### src/irq_pkg.sv
// Purpose: constants and types of the vectored interrupt unit
// Assumes: one clock pclk at 20 MHz, asynchronous active-low reset
// Notes: register map reached over APB, one aligned word each
//
// How it works
// [RQ1] Pin irq needs global and pin enable
// [RQ2] Pin falling edge sets pin flag
// [RQ3] No interrupt taken while stack full
// [RQ4] Pin interrupt calls vector 04H
// [RQ5] Service clears source flag and global enable
// [RQ6] Timer irqs need global plus own enable
// [RQ7] Timer overflow sets its request flag
// [RQ8] Timer vectors 08H and 0CH
// [RQ9] Tone valid sets periph flag; needs enables
// [RQ10] Periph interrupt calls vector 10H
// [RQ11] Clock timeout sets flag; needs enables
// [RQ12] Clock interrupt calls vector 14H
// [RQ13] Port edges, serial, ext, timer3 set multi
// [RQ14] Multi irq needs global and multi enable
// [RQ15] Multi interrupt calls vector 18H
// [RQ16] Flag stays until serviced or software-cleared
// [RQ17] Any pending source wakes from power-down
// [RQ18] Only program counter pushed on entry
// [RQ19] Priority pin, timers, periph, clock, multi
// [RQ20] Requests acted on at phase-two edge
// [RQ21] Each edge registered once per clock
// [RQ22] Vector, call, clears in one cycle
`default_nettype none
package irq_pkg;
	localparam int NSRC = 6;
	// Source index, also priority order (0 highest)
	localparam int SRC_PIN = 0;
	localparam int SRC_TMA = 1;
	localparam int SRC_TMB = 2;
	localparam int SRC_PER = 3;
	localparam int SRC_CLK = 4;
	localparam int SRC_MUL = 5;
	localparam logic [7:0] VEC_PIN = 8'h04;
	localparam logic [7:0] VEC_TMA = 8'h08;
	localparam logic [7:0] VEC_TMB = 8'h0C;
	localparam logic [7:0] VEC_PER = 8'h10;
	localparam logic [7:0] VEC_CLK = 8'h14;
	localparam logic [7:0] VEC_MUL = 8'h18;
	// Register byte offsets
	localparam logic [11:0] OFF_CTRL = 12'h000;
	localparam logic [11:0] OFF_FLAG = 12'h004;
	localparam logic [11:0] OFF_STAT = 12'h008;
	// Control register field positions
	localparam int CTRL_GLOBAL = 0;
	localparam int CTRL_EN_LSB = 1;
	localparam logic [6:0] CTRL_RST = 7'h00;
	localparam logic [5:0] FLAG_RST = 6'h00;
	typedef struct packed {
		logic pin_n;
		logic tmr_a_ovf;
		logic tmr_b_ovf;
		logic tone_valid;
		logic rtc_tick;
		logic portc_bit_zero;
		logic portc_bit_five;
		logic portc_bit_seven;
		logic serial_evt;
		logic ext_periph_n;
		logic tmr_c_ovf;
	} irq_src_t;
	typedef struct packed {
		logic call;
		logic [7:0] vector;
	} irq_call_t;
endpackage
`default_nettype wire

### src/vectored_interrupt_unit.sv
// Purpose: vectored interrupt unit with APB register access
// Assumes: sources synchronous to pclk; core gives stack_full and phase-two strobe
// Notes: call is a one-cycle pulse with its vector; core pushes only the PC
`timescale 1ns/1ps
`default_nettype none
module vectored_interrupt_unit
	import irq_pkg::*;
(
	// Clock and reset
	input wire logic pclk,
	input wire logic presetn,
	// APB slave
	input wire logic psel,
	input wire logic penable,
	input wire logic pwrite,
	input wire logic [11:0] paddr,
	input wire logic [31:0] pwdata,
	output logic [31:0] prdata,
	output logic pready,
	output logic pslverr,
	// Request sources
	input wire irq_src_t src,
	// Core side
	input wire logic stack_full,
	input wire logic machine_phase_two,
	output irq_call_t call_q,
	output logic wake_q
);
	// ****************************************
	// Edge detection and flags
	// ****************************************
	irq_src_t src_q;
	logic [NSRC-1:0] set_ev;
	logic [NSRC-1:0] flag_q;
	logic [NSRC-1:0] en_q;
	logic global_irq_enable;
	logic [NSRC-1:0] take;
	logic [NSRC-1:0] pend;
	logic wr_acc;
	logic rd_acc;
	logic any_take;

	always_ff @(posedge pclk or negedge presetn) begin
		if (!presetn) begin
			src_q <= '0;
		end else begin
			src_q <= src; // see [RQ21]
		end
	end

	always_comb begin
		set_ev[SRC_PIN] = src_q.pin_n & ~src.pin_n; // see [RQ2]
		set_ev[SRC_TMA] = src.tmr_a_ovf & ~src_q.tmr_a_ovf; // see [RQ7]
		set_ev[SRC_TMB] = src.tmr_b_ovf & ~src_q.tmr_b_ovf; // see [RQ7]
		set_ev[SRC_PER] = src.tone_valid & ~src_q.tone_valid; // see [RQ9]
		set_ev[SRC_CLK] = src.rtc_tick & ~src_q.rtc_tick; // see [RQ11]
		set_ev[SRC_MUL] = (src_q.portc_bit_zero & ~src.portc_bit_zero)
			| (src_q.portc_bit_five & ~src.portc_bit_five)
			| (src.portc_bit_seven & ~src_q.portc_bit_seven)
			| (src.serial_evt & ~src_q.serial_evt)
			| (src_q.ext_periph_n & ~src.ext_periph_n)
			| (src.tmr_c_ovf & ~src_q.tmr_c_ovf); // see [RQ13]
	end

	assign wr_acc = psel & penable & pwrite;
	assign rd_acc = psel & penable & ~pwrite;

	// Set wins over both service clear and software clear
	always_ff @(posedge pclk or negedge presetn) begin
		if (!presetn) begin
			flag_q <= FLAG_RST;
		end else begin
			flag_q <= set_ev | (flag_q & ~take
				& ~((wr_acc && paddr == OFF_FLAG) ? ~pwdata[NSRC-1:0] : '0)); // see [RQ16] [RQ5]
		end
	end

	// ****************************************
	// Selection and call
	// ****************************************
	assign pend = flag_q & en_q & {NSRC{global_irq_enable}}; // see [RQ1] [RQ6] [RQ9] [RQ11] [RQ14]

	// Lowest index wins
	always_comb begin
		take = '0;
		if (machine_phase_two && !stack_full) begin // see [RQ3] [RQ20]
			for (int i = NSRC - 1; i >= 0; i--) begin
				if (pend[i]) begin
					take = '0;
					take[i] = 1'b1; // see [RQ19]
				end
			end
		end
	end
	assign any_take = |take;

	always_ff @(posedge pclk or negedge presetn) begin
		if (!presetn) begin
			call_q <= '0;
		end else begin
			call_q.call <= any_take; // see [RQ22] [RQ18]
			case (1'b1)
				take[SRC_PIN]: call_q.vector <= VEC_PIN; // see [RQ4]
				take[SRC_TMA]: call_q.vector <= VEC_TMA; // see [RQ8]
				take[SRC_TMB]: call_q.vector <= VEC_TMB; // see [RQ8]
				take[SRC_PER]: call_q.vector <= VEC_PER; // see [RQ10]
				take[SRC_CLK]: call_q.vector <= VEC_CLK; // see [RQ12]
				take[SRC_MUL]: call_q.vector <= VEC_MUL; // see [RQ15]
				default: call_q.vector <= call_q.vector;
			endcase
		end
	end

	// Wake regardless of enables: a pending flag alone rouses the core
	always_ff @(posedge pclk or negedge presetn) begin
		if (!presetn) begin
			wake_q <= 1'b0;
		end else begin
			wake_q <= |(flag_q | set_ev); // see [RQ17]
		end
	end

	// ****************************************
	// Control register
	// ****************************************
	always_ff @(posedge pclk or negedge presetn) begin
		if (!presetn) begin
			global_irq_enable <= CTRL_RST[CTRL_GLOBAL];
			en_q <= CTRL_RST[CTRL_EN_LSB +: NSRC];
		end else begin
			if (wr_acc && paddr == OFF_CTRL) begin
				en_q <= pwdata[CTRL_EN_LSB +: NSRC];
			end
			if (any_take) begin
				global_irq_enable <= 1'b0; // see [RQ5] [RQ22]
			end else if (wr_acc && paddr == OFF_CTRL) begin
				global_irq_enable <= pwdata[CTRL_GLOBAL];
			end
		end
	end

	// ****************************************
	// APB read path, zero wait states
	// ****************************************
	always_ff @(posedge pclk or negedge presetn) begin
		if (!presetn) begin
			prdata <= '0;
			pready <= 1'b0;
			pslverr <= 1'b0;
		end else begin
			pready <= psel & ~penable;
			pslverr <= psel & ~penable & paddr != OFF_CTRL & paddr != OFF_FLAG & paddr != OFF_STAT;
			prdata <= '0;
			if (psel && !penable && !pwrite) begin
				case (paddr)
					OFF_CTRL: prdata <= {25'h0, en_q, global_irq_enable};
					OFF_FLAG: prdata <= {26'h0, flag_q};
					OFF_STAT: prdata <= {26'h0, pend};
					default: prdata <= '0;
				endcase
			end
		end
	end

	// Per flag: set wins, clears act, nothing appears by itself
	for (genvar g = 0; g < NSRC; g++) begin : g_flag_chk

	end
endmodule
`default_nettype wire

### config.mk
export PLATFORM = sky130hd
export DESIGN_NAME = vectored_interrupt_unit
export DESIGN_NICKNAME = d
export VERILOG_FILES = /design/src/irq_pkg.sv /design/src/vectored_interrupt_unit.sv
export SDC_FILE = /design/constraint.sdc
export NUM_CORES = 1
export LEC_CHECK = 0
export ABC_AREA = 1
export BUFFER_PORTS_ARGS = -buffer_cell sky130_fd_sc_hd__buf_2
export CORE_ASPECT_RATIO = 0.9
export CORE_MARGIN = 2
export CORE_UTILIZATION = 31
export DETAILED_ROUTE_END_ITERATION = 10
export PLACE_DENSITY = 0.61
export SKIP_CTS_REPAIR_TIMING = 1
export SLEW_MARGIN = 5
export SYNTH_ARGS = -nofsm -noshare
export SYNTH_HDL_FRONTEND = slang
export SYNTH_SLANG_ARGS = --single-unit
export TNS_END_PERCENT = 5
### constraint.sdc
create_clock -name pclk -period 2.66 [get_ports pclk]
set_clock_uncertainty 0.15 [all_clocks]
set_input_delay 0.798 -clock pclk [delete_from_list [all_inputs] [get_ports pclk]]
set_output_delay 0.798 -clock pclk [all_outputs]
set_load 0.005 [all_outputs]
-- Word-level counts from Yosys, hierarchy flattened
Cells that the tools add are included.
- output and inout bits: 44
- bits in registers: 68
- word-level logic and storage cells: 99
- input bits: 62
- equality and inequality tests: 4
- mux-type cells: 18
- bitwise operators: 43
- reductions and logical operators: 14
- operator list (operator ; count):
    6-bit two-way mux ; 8
    8-bit two-way mux ; 6
    6-bit bitwise AND ; 4
    7-bit one-hot mux with 3 select lines ; 1
    6-bit NOT ; 3
    1-bit bitwise AND ; 17
    12-bit by 3-bit equality test with 1-bit output, second input constant ; 1
    12-bit by 4-bit equality test with 1-bit output, second input constant ; 1
    12-bit logical NOT ; 1
    12-bit by 3-bit inequality test with 1-bit output, second input constant ; 1
    12-bit by 4-bit inequality test with 1-bit output, second input constant ; 1
    1-bit NOT ; 12
    6-bit OR ; 2
    12-bit nonzero test ; 1
    6-bit OR reduction ; 2
    7-bit two-way mux ; 1
    6-bit nonzero test ; 1
    1-bit logical AND ; 5
    1-bit OR ; 5
    1-bit logical NOT ; 3
    1-bit two-way mux ; 2
    2-bit nonzero test ; 1

-- Depth between registers and ports, before layout
- word-level depth: 15
- mapped depth: 9
- gate-level depth less buffers: 9

-- Worst setup path before layout
Ideal clock, no wire load.
- path type: in2reg
- start: input paddr[11]
- end: register prdata[5]
- stages: 8
- library setup time: 0.073 ns
- buffers on the path: 1
- arrival time: 1.596 ns
- required time: 2.437 ns
- slack: 0.841 ns
- path through: nor2_1 > nand2_2 > nor2_8 > buf_8 > nand2_2 > nand2_1 > nand2_1 > a21oi_2
- word-level cells in the longest chain between the ends: 3
- elaborated cells on any way between the ends: 5
- those cells by class: eq/ne (2); mux (2); reduce/logical (1)
- ends and longest elaborated chain (element ; line ; text):
    start, declared ; vectored_interrupt_unit.sv:16 ; input wire logic [11:0] paddr,
    12-bit by 4-bit equality test with 1-bit output (tied with other cells) ; vectored_interrupt_unit.sv:155 ; case (paddr)
    7-bit one-hot mux with 3 select lines (*) ; vectored_interrupt_unit.sv:155 ;
    7-bit two-way mux (*) ; vectored_interrupt_unit.sv:154 ; if (psel && !penable && !pwrite) begin
    end signal, assigned ; vectored_interrupt_unit.sv:156 ; OFF_CTRL: prdata <= {25'h0, en_q, global_irq_enable};
    end signal, assigned ; vectored_interrupt_unit.sv:157 ; OFF_FLAG: prdata <= {26'h0, flag_q};
    end signal, assigned ; vectored_interrupt_unit.sv:158 ; OFF_STAT: prdata <= {26'h0, pend};
    end, declared ; vectored_interrupt_unit.sv:18 ; output logic [31:0] prdata,
Mark *: on every way between the ends. The rest lies on a longest branch, timed or not.
A chain may end at the register's enable or synchronous reset.

-- Worst setup path in the final report
- start: input paddr[11]
- end: register flag_q[0]
- word-level cells in the longest chain between the ends: 6
- ends and longest elaborated chain (element ; line ; text):
    12-bit by 3-bit equality test with 1-bit output ; vectored_interrupt_unit.sv:74 ; & ~((wr_acc && paddr == OFF_FLAG) ? ~pwdata[NSRC-1:0] : '0));
    1-bit logical AND ; vectored_interrupt_unit.sv:74 ;
    6-bit two-way mux ; vectored_interrupt_unit.sv:74 ;
    6-bit NOT ; vectored_interrupt_unit.sv:74 ;
    6-bit bitwise AND ; vectored_interrupt_unit.sv:74 ;
    6-bit OR ; vectored_interrupt_unit.sv:73 ; flag_q <= set_ev | (flag_q & ~take
    end signal, assigned ; vectored_interrupt_unit.sv:73 ;
    end, declared ; vectored_interrupt_unit.sv:34 ; logic [NSRC-1:0] flag_q;
No other way between the ends.

==> metrics.txt <==
Slew Limit Headroom=45.35%; setup TNS=0 ns; Area Overhead vs Synth=15.77%; Pleak=0.001414 µW; CTS Root Cell=clkbuf_8; CTS tree=built; total congestion overflow=0; vias after detailed routing=about 1.6k; Worst Path Buf+Inv=1; Worst EP required=between 2 and 3 ns; Post-Synth XOR/XNOR Area=0%; layout cells sized above 1=between 20 and 30%; Final Hold Viols=0; total track usage=11.81%; r2r setup slk=1.05 ns; max-slew violation count=0; post-synthesis mux area share=0%; Post-synth ARST share=100.0%; Final HPWL DP=3352 µm; DRC viols=0; slowest cell delay on critical path=0.29 ns; FILL cells=711; FF/Latch Area=approximately 950 µm²; area share of the largest cell type after synthesis=43.91%; Initial Utilization=between 30% and 40%; Fmax achieved=537.7 MHz; Synth Area in Adders=0%; die width=roughly 92 µm; Yosys warnings=0; Port Buffers=50; # IOs=106; global-route wire length before repair=7231 µm; final period utilization=between 60% and 70%; dpl cell area=2370 µm²; Final Instance Area=2507 µm²; synth top area cells=dfrtp_1 44%, buf_4 11%, inv_1 6.4%; clk sinks=38; post-synth top area cell=dfrtp_1; Avg Synthesized Cell Area=8.427 µm²; mapped cell area=2166 µm²; maxcap violations=0; startpoint types=primary input; Worst-Margin Slew=between 0.8 and 0.9 ns; Synth cell types=30; Detailed Route WL=approximately 4300 µm; ANT nets after route=0; CP Capture Type=flip-flop; n_diodes=0; Die ar.=7672 µm²; largest net degree at the start of global routing=39; Simple-Gate Fraction of Synth Area=approximately 29%; Top Family by Delay on Critical Path=simple AND/OR/NAND/NOR gates; core area=6656 µm²; Syn Inst Count=257; total clock buffers created by CTS=5; Worst Path Max Fanout=18; main combinational cell family by area after synthesis=simple AND/OR/NAND/NOR gates; Die H=83.30 µm; DR WL/cell=10.70 µm; Peak VDD IR=approximately 0.00020 V; vias per cell=4.105; GP Congestion=approximately 0.89; Clock Tree Buf Depth=2; PwrDens=506.5 nW/µm²; Reg clk slew, reported paths=about 0.070 ns; TritonRoute pass-1 iters=4; H-tree Lvls=2; sequential cell area fraction in the yosys report=between 40% and 50%; area of the multi-input gates=approximately 900 µm²; initial antenna violation count=0; CP max stage cell=nor2_8; unrepaired setup endpoints after global routing=no; Hold WC Path Type=flip-flop to flip-flop; final setup vio count=0; Synth Area in Compound Gates=6.990%; post-layout min period=around 1.9 ns; Final Hold Slack=0.3525 ns; # rows=28; crit path cell chain=buf_2 -> nor2_1 -> nand2_2 -> nor2_8 -> nand3_2 -> o21ai_1 -> nand2_1; clk_lat worst skew=between 0.2 and 0.3 ns; Setup CP Type=primary input to flip-flop; main flop type after synthesis=dfrtp_1; 1st-iter DRT viols=81; Post-synth EDFFs=0; Data arrival, critical path=1.89 ns; vias in the first global route=1559; status=finished clean; Nets=372; number of synthesized register bits=38
[path summary, 6_finish.rpt]
path,startpoint,end,cells after the start
worst max-delay path,paddr[11],flag_q[0],7
max in group asynchronous,presetn,en_q[1],1
worst min register to register,call_q[2],call_q[2],2
worst min-delay path,call_q[2],call_q[2],2
min in group asynchronous,presetn,prdata[6],1
worst max register to register,global_irq_enable,call_q[2],8
[Yosys cell counts, types with 3 or more instances]
cell type / number
nand2_2: 12
o21ai_0: 7
nand3_1: 15
o22ai_1: 3
o21ai_1: 7
o21ai_2: 5
nand3_2: 6
dfrtp_1: 38
buf_4: 31
nand3b_1: 3
nand4_1: 3
nor2_4: 3
nand2_1: 37
inv_1: 37
nor2_1: 32
[stage by stage]
step	worst slack, ns	total power [µW]	util, %	cells
floorplan	0.8412	676.6	-	286
global placement	0.4963	694.2	35.60	393
detailed placement	0.4936	696.4	35.60	393
CTS	0.8072	1284	37.67	401
global route	0.6666	1332	37.67	401
finish	0.8003	1270	37.67	401
[tightest hold or removal path, cell delays in order, from the launching register on]
cell and delay, ns:
dfrtp_1 0.34, nand3_1 0.08, nand2_1 0.05
[flip-flops by register name, summed over array words and instances, names as in the netlist]
name               count
global_irq_enable      1
pslverr                1
en_q                   6
src_q                 11
wake_q                 1
call_q                 4
flag_q                 6
prdata                 7
pready                 1
[area by class of cell]
cell class                      instances  area share (%)
Clock buffer                            5           2.745
Clock inverter                          3           2.745
Inverter                               40           6.188
Multi-Input combinational cell        175           35.93
Sequential cell                        38           37.92
Tap cell                               90           4.491
Timing Repair Buffer                   50           9.980
[power by group]
| group | switching, µW | internal (µW) |
|---|---|---|
| registers | 3.31 | 589 |
| clock network | 210 | 376 |
| logic | 58.9 | 33.0 |
[placed cells by master (no fill, tap or decap), types with 2 or more instances in the layout]
cell and instances:
inv_1 37, nand4_1 3, nand3_2 6, bufinv_16 2, o21ai_0 7, clkinv_4 2
o22ai_1 3, nor3_1 2, nor2_1 32, conb_1 30, nand3b_1 3, dfrtp_1 38
a21oi_1 2, clkbuf_8 5, nand2_2 12, inv_2 2, o21ai_1 7, nand2_1 37
nand3_1 15, buf_2 50, nor2_4 3, o21ai_2 5
[cell families after synthesis]
logic type,count (synthesis)
AND/OR/NAND/NOR,120
buffers and inverters,73
flip-flops,38
AO/OA/AOI/OAI,25
other,1
[metal layers]
metal  track usage (%)  wire [µm]  part of all wire (%)  up-vias
met5                 0          0                     0        -
met4             3.392         53                   1.2        0
met3             3.448        324                   7.6        7
met2             18.65       1949                    45       57
met1             15.74       1962                    46      743
li1                  -          -                     -      839
Note: power is estimated with default switching activity, not from simulation.
